File: src/baud_gen_pkg.sv
package baud_gen_pkg;

   // Clock source select codes
   localparam logic [1:0] SRC_MASTER = 2'h0;
   localparam logic [1:0] SRC_MASTER_DIV = 2'h1;
   localparam logic [1:0] SRC_EXT_ALT = 2'h2;
   localparam logic [1:0] SRC_EXT = 2'h3;

   // Fixed pre-divider of the master clock, product dependent
   localparam int MASTER_DIV = 8;
   // Oversampling ratios
   localparam logic [3:0] OVS_LAST_16 = 4'hF;
   localparam logic [3:0] OVS_LAST_8 = 4'h7;
   // Divisor width and special divisor values
   localparam int DIV_W = 16;
   localparam logic [15:0] DIV_OFF = 16'h0000;
   localparam logic [15:0] DIV_BYPASS = 16'h0001;

   // Configuration carried into the generator
   typedef struct packed {
      logic [1:0] clock_source_select;
      logic over8;
      logic sync_mode;
      logic [15:0] baud_divisor;
   } baud_cfg_t;

   // Generator outputs
   typedef struct packed {
      logic sample_tick;
      logic baud_tick;
   } baud_out_t;

endpackage : baud_gen_pkg

File: src/usart_baud_clock_generator.sv
// Operation
// - One bit clock feeds receiver and transmitter
// - Source: master, master divided, or pin
// - Sixteen-bit divider set by baud divisor
// - Divisor zero stops baud output except sync with pin source code 3
// - Divisor one bypasses the divider
// - Async: divider output samples, then /16 or /8
// - Over bit picks 8x or 16x sampling
// - Async rate is source over 8(2-over)divisor
// - Gated clock resumes from held state
// - Configuration accepted while clock gated
// - Sync: baud is source over divisor only
// - Sync with pin source code 3 ignores divisor
module usart_baud_clock_generator
   import baud_gen_pkg::*;
(
   input wire logic mclk,
   input wire logic sys_rst,
   input wire logic periph_clk_en,   // Gate for the peripheral clock
   input wire logic cfg_wr,          // Configuration write strobe
   input wire baud_cfg_t cfg_in,     // Configuration written on cfg_wr
   input wire logic serial_clk_in,   // Serial clock pin, asynchronous
   output baud_out_t ticks           // Sampling and bit clock enables
);

   ////////////////////////////////////////////////////////////////////////
   // State
   typedef struct packed {
      baud_cfg_t cfg;                // Held configuration
      logic [1:0] pin_sync;          // Pin synchroniser
      logic pin_last;                // Previous synchronised pin level
      logic [2:0] pre_cnt;           // Fixed pre-divider count
      logic [DIV_W-1:0] div_cnt;     // Programmable divider count
      logic [3:0] ovs_cnt;           // Oversampling count
      baud_out_t out;                // Registered tick outputs
   } state_t;

   state_t state_r;
   state_t state_nxt;
   logic src_tick;                   // One-cycle tick of selected source
   logic div_tick;                   // Divider output tick
   logic pin_rise;                   // Rising edge of synchronised pin

   // Pin drives the bit clock directly: sync mode with source code 3
   // Shared by the divider bypass and its check so the two cannot drift
   function automatic logic pin_direct(input baud_cfg_t c);
      return c.sync_mode && (c.clock_source_select == SRC_EXT);
   endfunction

   ////////////////////////////////////////////////////////////////////////
   // Next-state logic
   always_comb begin
      state_nxt = state_r;
      src_tick = 1'b0;
      div_tick = 1'b0;
      pin_rise = 1'b0;
      state_nxt.out = '0;
      // config while gated
      // Writes land regardless of the gate so setup needs no clock enable
      if (cfg_wr) begin
         state_nxt.cfg = cfg_in;
      end
      // Synchroniser keeps running; only its second stage is read
      state_nxt.pin_sync = {state_r.pin_sync[0], serial_clk_in};
      // hold when gated
      // With the gate off, counters freeze and resume where they stopped
      if (periph_clk_en) begin
         state_nxt.pin_last = state_r.pin_sync[1];
         pin_rise = state_r.pin_sync[1] & ~state_r.pin_last;
         if (state_r.cfg.clock_source_select == SRC_MASTER) begin
            src_tick = 1'b1;
         end else if (state_r.cfg.clock_source_select == SRC_MASTER_DIV) begin
            if (state_r.pre_cnt == 3'(MASTER_DIV - 1)) begin
               state_nxt.pre_cnt = 3'h0;
               src_tick = 1'b1;
            end else begin
               state_nxt.pre_cnt = state_r.pre_cnt + 3'h1;
            end
         end else begin
            // Pin edges: pin must stay well below mclk for this to hold
            src_tick = pin_rise;
         end
         if (pin_direct(state_r.cfg)) begin
            div_tick = src_tick;
         end else if (state_r.cfg.baud_divisor == DIV_OFF) begin
            div_tick = 1'b0;
            state_nxt.div_cnt = '0;
         end else if (state_r.cfg.baud_divisor == DIV_BYPASS) begin
            div_tick = src_tick;
         end else if (src_tick) begin
            if (state_r.div_cnt >= state_r.cfg.baud_divisor - DIV_BYPASS) begin
               state_nxt.div_cnt = '0;
               div_tick = 1'b1;
            end else begin
               state_nxt.div_cnt = state_r.div_cnt + DIV_BYPASS;
            end
         end
         if (state_r.cfg.sync_mode) begin
            state_nxt.out.baud_tick = div_tick;
            state_nxt.out.sample_tick = div_tick;
         end else begin
            state_nxt.out.sample_tick = div_tick;
            if (div_tick) begin
               if (state_r.ovs_cnt >= (state_r.cfg.over8 ? OVS_LAST_8 : OVS_LAST_16)) begin
                  state_nxt.ovs_cnt = 4'h0;
                  state_nxt.out.baud_tick = 1'b1;
               end else begin
                  state_nxt.ovs_cnt = state_r.ovs_cnt + 4'h1;
               end
            end
         end
      end
   end

   ////////////////////////////////////////////////////////////////////////
   // State register
   always_ff @(posedge mclk or posedge sys_rst) begin
      if (sys_rst) begin
         state_r <= '0;
      end else begin
         state_r <= state_nxt;
      end
   end

   assign ticks = state_r.out;
endmodule // usart_baud_clock_generator

File: config.mk
export PLATFORM = sky130hd
export DESIGN_NAME = usart_baud_clock_generator
export DESIGN_NICKNAME = d
export VERILOG_FILES = /design/src/baud_gen_pkg.sv /design/src/usart_baud_clock_generator.sv
export SDC_FILE = /design/constraint.sdc
export NUM_CORES = 1
export LEC_CHECK = 0
export ABC_AREA = 0
export BUFFER_PORTS_ARGS = -buffer_cell sky130_fd_sc_hd__buf_2
export CAP_MARGIN = 20
export CORE_ASPECT_RATIO = 1.2
export CORE_MARGIN = 2
export CORE_UTILIZATION = 39
export DETAILED_ROUTE_END_ITERATION = 7
export HOLD_SLACK_MARGIN = 0.03
export PLACE_DENSITY_LB_ADDON = 0.2
export SLEW_MARGIN = 15
export SYNTH_ARGS = -nofsm -noshare
export SYNTH_HDL_FRONTEND = slang
export SYNTH_SLANG_ARGS = --single-unit
File: constraint.sdc
create_clock -name mclk -period 4.05 [get_ports mclk]
set_input_delay 0.6075 -clock mclk [delete_from_list [all_inputs] [get_ports mclk]]
set_output_delay 0.6075 -clock mclk [all_outputs]
set_load 0.05 [all_outputs]
==> metrics.txt, run 1 <==
outcome=completed; r2r endpoint=state_r[21]; total CTS buffers=5; worst slack at placement=between 400 and 500 ps; gr usage total=0.155; post-synthesis mux area share=0.0940; data required time of the worst path=4250 ps; Post-Syn Area=3030 sq um; Via density=5.40; EDFF count, synth=0; FF+latch count, synth=48; top_reg_cell synth=dfrtp_1; most used cell, CP=nand4_1; R2R setup slack=480 ps; Slew @ Worst Pin=623 ps; reg2reg start=state_r[32]; adder-cell area share of the yosys netlist=0.0948; relative slew slack=0.585; Final Max Tran Viols=0; CTS H-Tree Depth=2; Post-Place Cells=398; GP Congestion=0.809; synth-to-layout area growth=9.28%; largest family of logic cells by synthesized area=simple AND/OR/NAND/NOR gates; share of cells above drive strength 1=0.222; fin crit share=0.880; CP Class=reg2reg; Static Leak=1.50 nW; die area=8500 sq um; Fmax achieved=between 200 and 300 MHz; final core occ=0.435; first-pass GRT wire length=10.6 mm; Worst Setup SP=state_r[32]; Post-CTS Resized=0; Worst-Skew Late Latency=310 ps; xor/xnor share of the synthesized area=0.0404; CTS tree=built; hold slack=229 ps; count of final setup violators=0; Post-synth ARST share=1.00; Top-Level Pins=27; Setup Buffers After CTS=0; clock sinks=48; Cell Pwr Density=388 nW/um^2; Post-Syn Nets=338; Final TNS setup=0 ps; Cells after Synth=290; hold buffer count at cts=0; initial DRC count=82; Peak supply drop=around 190 uV; commonest non-fill, non-tap cell in the layout=dfrtp_1; Largest stage delay, worst path=450 ps; Placed Area=around 3200 sq um; commonest non-fill, non-tap cells in the layout=dfrtp_1, nand2_1, buf_2; register area share after synthesis=0.396; IO Port Bufs=26; antenna cells=0; Synth Warn #=0; RSZ-0062 raised after global routing=false; CP delay by family, top=simple AND/OR/NAND/NOR gates; Mapped Avg Cell Area=between 10 and 15 sq um; Core ar.=7620 sq um; grt total ovfl=0; dpl hpwl=4.56 mm; Crit-path slowest cell=dfrtp_1; Routed Wire Length=6.09 mm; overall power=about 1.3 mW; count of cell types in the netlist=56; Worst Path Arrival=3770 ps; HP Class=in2async; crit start category=register; fin worst setup slack=just under 500 ps; nets=362; post-route insts no fill=407; drt drc=0; WL per Instance=15.0 um; Vias=2,199; DRT Pass-1 Iters=4; Hold Vio Cnt, Final=0; die height=101 um; clock-pin transition on the worst setup and hold timing paths=90 ps; Final ANT Viol Nets=0; cells along the critical path=nor4_2, nor2b_1, nand4_1, nor4_1, xnor2_1, ha_1, nand4_1, nor3_1, o311ai_1, nand4b_1, buf_4, nor3_4, a221o_1; Initial Util=0.398; post-layout instance area=3320 sq um; worst-path fanout max=21; complex-gate fraction of the synthesized area=0.142; die width=84.5 um; vias in the first global route=2,134; R2R cell count=13; critical path capture point type=register; number of max-cap violations=0; FP Rows=35; Crit path buffers/inverters=1; initial antenna violation count=0; Post-Synth Simple-Gate Area=0.193; final worst path period need=approximately 3600 ps; largest net degree at the start of global routing=49; CTS max path bufs=2; Root Buffer=clkbuf_8; Clock Skew=9.39 ps
-- how the worst max path moves through the flow --
stage | cells past startpoint | endpoint | slack [ps]
after floorplan | 14 | state_r[21] | 800
after global placement | 13 | state_r[6] | 630
after detailed placement | 13 | state_r[21] | 480
after CTS | 13 | state_r[21] | 470
after global routing | 13 | state_r[21] | 150
final | 13 | state_r[21] | 480
-- cell type report --
| class | instances | area [sq um] |
|---|---|---|
| fill | 752 | 4300 |
| multi-input combinational | 225 | 1710 |
| sequential | 48 | 1200 |
| timing repair buffer | 28 | 158 |
| tap | 92 | 115 |
| clock buffer | 6 | 72.6 |
| clock inverter | 2 | 35.0 |
| inverter | 6 | 22.5 |
-- state kept, by name, summed over array words and instances, names as in the netlist --
| signal | cells |
|---|---|
| state_r | 45 |
| ticks | 2 |
| state_nxt | 1 |
-- cells in the mapped netlist, drive strengths merged, types with 7 or more instances --
cell type,count,area (sq um)
nor2,17,63.8
a22o,8,70.1
nand2,27,101
o31ai,14,110
mux2,25,285
and3,7,43.8
nor3,12,76.3
ha,23,288
xnor2,11,96.3
buf,10,95.1
dfrtp,48,1200
o21ai,7,38.8
nor4,7,50.1
nor2b,11,68.8
-- report_power, final --
group	leakage (nW)	internal [mW]	switching (mW)
registers	0.586	0.549	0.0798
clock network	0.0552	0.183	0.161
logic	0.861	0.157	0.158
-- logic make-up after synthesis --
kind of cell	count (synthesis)
AO/OA/AOI/OAI	56
XOR/XNOR	14
adder cells (fa/ha/maj)	23
buffers and inverters	17
flip-flops	48
multiplexers	25
AND/OR/NAND/NOR	107
-- metal layers --
| metal | global-route usage | vias to the layer above | share of wire |
|---|---|---|---|
| met5 | 0 | - | 0 |
| met4 | 0.0525 | 0 | 0.016 |
| met3 | 0.0246 | 6 | 0.027 |
| met2 | 0.257 | 37 | 0.49 |
| met1 | 0.209 | 1038 | 0.47 |
| li1 | - | 1118 | - |
Power figures use the tool's default switching activity.
==> run 2, diff against run 1 <==
Clock period 4.05 ns to 2.98 ns, I/O delays scaled along.
==> metrics.txt, run 2 (same netlist as run 1, synthesis figures left out) <==
outcome=complete, but fails checks; failing checks=negative setup slack; final core occ=0.464; nets=around 380; RSZ-0062 raised after global routing=true; IO Port Bufs=26; WL per Instance=15.2 um; multi-input logic area=between 1500 and 2000 sq um; gr usage total=0.160; FP Rows=35; Peak supply drop=274 uV; share of cells above drive strength 1=0.296; initial antenna violation count=0; Worst Path Arrival=3190 ps; dpl hpwl=4.84 mm; final worst path period need=3010 ps; CTS max path bufs=2; total CTS buffers=5; die width=84.5 um; die height=101 um; R2R setup slack=-30 ps; r2r endpoint=state_r[13]; antenna cells=0; first-pass GRT wire length=11.1 mm; count of final setup violators=7; Fmax achieved=333 MHz; Largest register FFs=45; Static Leak=1.60 nW; Final ANT Viol Nets=0; fin crit share=1.01; Core ar.=7620 sq um; data required time of the worst path=3170 ps; initial DRC count=64; Clock Skew=2.13 ps; CP Class=reg2reg; R2R cell count=14; synth-to-layout area growth=16.6%; metal3 WL=~96 um; Sequential Area=1200 sq um; highest routed layer=met4; worst-path fanout max=14; DRT Pass-1 Iters=4; fin worst setup slack=-26.7 ps; Via density=about 5.5; largest net degree at the start of global routing=between 40 and 50; Hold Vio Cnt, Final=0; die area=8500 sq um; Final Max Tran Viols=0; drt drc=0; clock-pin transition on the worst setup and hold timing paths=90 ps; CTS tree=built; Root Buffer=clkbuf_8; Slew @ Worst Pin=657 ps; relative slew slack=0.562; CTS H-Tree Depth=2; grt total ovfl=0; Cell Pwr Density=494 nW/um^2; critical path capture point type=register; commonest non-fill, non-tap cells in the layout=dfrtp_1, nand2_1, buf_2; Initial Util=0.398; Vias=2,333; Top-Level Pins=27; vias in the first global route=2,340; commonest non-fill, non-tap cell in the layout=dfrtp_1; GP Congestion=0.795; met1 WL=3.06 mm; worst slack at placement=-55.8 ps; Routed Wire Length=6.50 mm; filler instances=759; WL met2=3.25 mm; number of max-cap violations=0; HP Class=in2async; crit start category=register; Top reg by flops=state_r; Worst-Skew Late Latency=between 200 and 300 ps; reg2reg start=state_r[35]; clock sinks=48
-- run 2: per-stage QoR --
stage                     std cells  area (sq um)  power (mW)  hold WS, ps  TNS (ps)
after floorplan                 290          3050        1.18          331      -255
after global placement          417          3360        1.32          332      -472
after detailed placement        417          3360        1.34          346      -412
after CTS                       425          3480        1.76          249     -81.4
after global routing            427          3540        1.88          241     -5540
final                           427          3540        1.75          201     -88.8
-- run 2: layer usage --
metal | vias up | global-route usage
met5 | - | 0
met2 | 23 | 0.282
met3 | 6 | 0.0221
li1 | 1164 | -
met1 | 1140 | 0.206
met4 | 0 | 0.0403
-- run 2: worst max-delay path by stage --
| stage | start | to | slack (ps) | depth (start not counted) |
|---|---|---|---|---|
| 2_1_floorplan | state_r[33] | state_r[8] | -50 | 14 |
| 3_3_place_gp | state_r[35] | state_r[13] | -70 | 14 |
| 3_5_place_dp | state_r[35] | state_r[13] | -60 | 14 |
| 4_1_cts | state_r[35] | state_r[13] | -30 | 14 |
| 5_1_grt | state_r[33] | state_r[13] | -320 | 14 |
| 6_report | state_r[35] | state_r[13] | -30 | 14 |
-- run 2: report_power, final --
group | total [mW] | switching [mW] | leakage, nW | internal [mW]
clock | 0.404 | 0.214 | 0.0455 | 0.190
sequential | 0.846 | 0.101 | 0.586 | 0.746
combinational | 0.499 | 0.243 | 0.967 | 0.255
-- run 2: critical path, cell delays in order (launching register included) --
cell	delay, ps
dfrtp_1	410
nor4_4	290
nor2b_4	190
nand4_1	190
nor4_2	240
xnor2_1	140
ha_1	300
nand4_1	120
nor3_2	160
o311ai_1	120
nand4b_1	120
buf_6	130
buf_12	140
nor4_1	60
mux2_4	290
-- run 2: cell type report --
type | count | share of cell area
multi-input combinational | 225 | 0.501
timing repair buffer | 48 | 0.0948
tap | 92 | 0.0325
clock buffer | 8 | 0.0255
sequential | 48 | 0.340
inverter | 6 | 0.00637
-- run 2: what timing repair did --
action	CTS	global route
hold buffers	0	0
buffers inserted	0	1
resized for setup	7	5
pin swaps	3	3
endpoints found under the setup margin	17	22
==> run 3, diff against run 2 <==
Settings changed: RECOVER_POWER from default to 50.
==> metrics.txt, run 3 (same netlist as run 1, synthesis figures left out) <==
outcome=complete, but fails checks; failing checks=negative setup slack; die width=84.5 um; largest net degree at the start of global routing=slightly below 50; CP Class=reg2reg; antenna cells=0; Worst-Skew Late Latency=290 ps; grt total ovfl=0; Fmax achieved=332 MHz; FP Rows=35; Final ANT Viol Nets=0; worst slack at placement=-55.8 ps; Top reg by flops=state_r; Peak supply drop=273 uV; Root Buffer=clkbuf_8; die height=~100 um; RSZ-0062 raised after global routing=true; initial antenna violation count=0; initial DRC count=72; Core ar.=7620 sq um; HP Class=in2reg; WL per Instance=15.2 um; CTS max path bufs=2; number of max-cap violations=0; post-layout instance area=3510 sq um; count of final setup violators=8; clock-pin transition on the worst setup and hold timing paths=90 ps; dpl hpwl=between 4 and 5 mm; Static Leak=1.59 nW; die area=8500 sq um; hold buffer count at cts=0; CTS H-Tree Depth=2; CTS tree=built; share of cells above drive strength 1=0.290; drt drc=0; Cell Pwr Density=496 nW/um^2; Top-Level Pins=27; Worst Path Arrival=roughly 3200 ps; clock sinks=48; commonest non-fill, non-tap cells in the layout=dfrtp_1, nand2_1, buf_2; synth-to-layout area growth=15.8%; GP Congestion=0.795; Via density=5.49; Placed Area=3360 sq um; Initial Util=0.398; nets=382; crit start category=register; vias in the first global route=2,340; Routed Wire Length=6.48 mm; DRT Pass-1 Iters=4; Hold Vio Cnt, Final=0; fin crit share=1.01; Final TNS setup=-106 ps; relative slew slack=0.130; data required time of the worst path=3170 ps; total CTS buffers=5; overall power=1.74 mW; commonest non-fill, non-tap cell in the layout=dfrtp_1; first-pass GRT wire length=approximately 11 mm; fin worst setup slack=-30.1 ps; Final Max Tran Viols=0; gr usage total=0.160; Largest register FFs=45; Clock Skew=5.02 ps; IO Port Bufs=26; filler instances=763; Vias=2,345; final worst path period need=3010 ps; critical path capture point type=register; worst-path fanout max=14; Slew @ Worst Pin=1300 ps
==> run 3: layer usage <==
layer | GRT usage | vias to the layer above | wire length (um)
met4 | 0.0403 | 0 | 88
li1 | - | 1164 | -
met3 | 0.0221 | 6 | 97
met2 | 0.282 | 28 | 3240
met5 | 0 | - | 0
met1 | 0.206 | 1147 | 3060
==> run 3: critical path, cell delays in order (launching register included) <==
cell	delay (ps)
dfrtp_1	410
nor4_4	290
nor2b_4	190
nand4_1	190
nor4_2	250
xnor2_1	140
ha_1	300
nand4_1	120
nor3_2	160
o311ai_1	120
nand4b_1	120
buf_6	130
buf_12	140
nor4_1	60
mux2_4	290
==> run 3: area by class of cell <==
type                    count  area [sq um]  area share
clock buffers               8          90.1      0.0256
inverters                   6          22.5     0.00641
flip-flops and latches     48          1200       0.342
multi-input cells         225          1770       0.505
well taps                  92           115      0.0328
repair buffers             48           312      0.0887
==> run 3: repair_timing <==
item	in CTS	in global routing
resized for setup	7	5
gates cloned	0	0
endpoints found under the hold margin	0	0
setup endpoints to repair	17	22
buffers inserted	0	1
pin swaps	3	3
==> run 3: path summary, 6_finish.rpt <==
| check | from | to | slack, ps | cells after the start |
|---|---|---|---|---|
| max in group asynchronous | sys_rst | state_r[31] | 940 | 3 |
| setup reg to reg | state_r[35] | state_r[13] | -30 | 14 |
| hold / removal | serial_clk_in | state_nxt[27] | 260 | 1 |
| min in group asynchronous | sys_rst | ticks[1] | 350 | 2 |
| hold reg to reg | state_nxt[27] | state_r[27] | 360 | 0 |
| setup / recovery | state_r[35] | state_r[13] | -30 | 14 |
==> run 3: power by group <==
part | total [mW] | internal, mW | switching [mW]
clock | 0.402 | 0.190 | 0.212
sequential | 0.846 | 0.746 | 0.101
combinational | 0.495 | 0.252 | 0.243
==> run 3: per-stage QoR <==
step                      hold WS [ps]  utilization  instances
final                              259        0.461        427
after global routing               242        0.461        427
after CTS                          249        0.457        425
after detailed placement           346        0.441        417
after global placement             332        0.441        417
after floorplan                    331            -        290
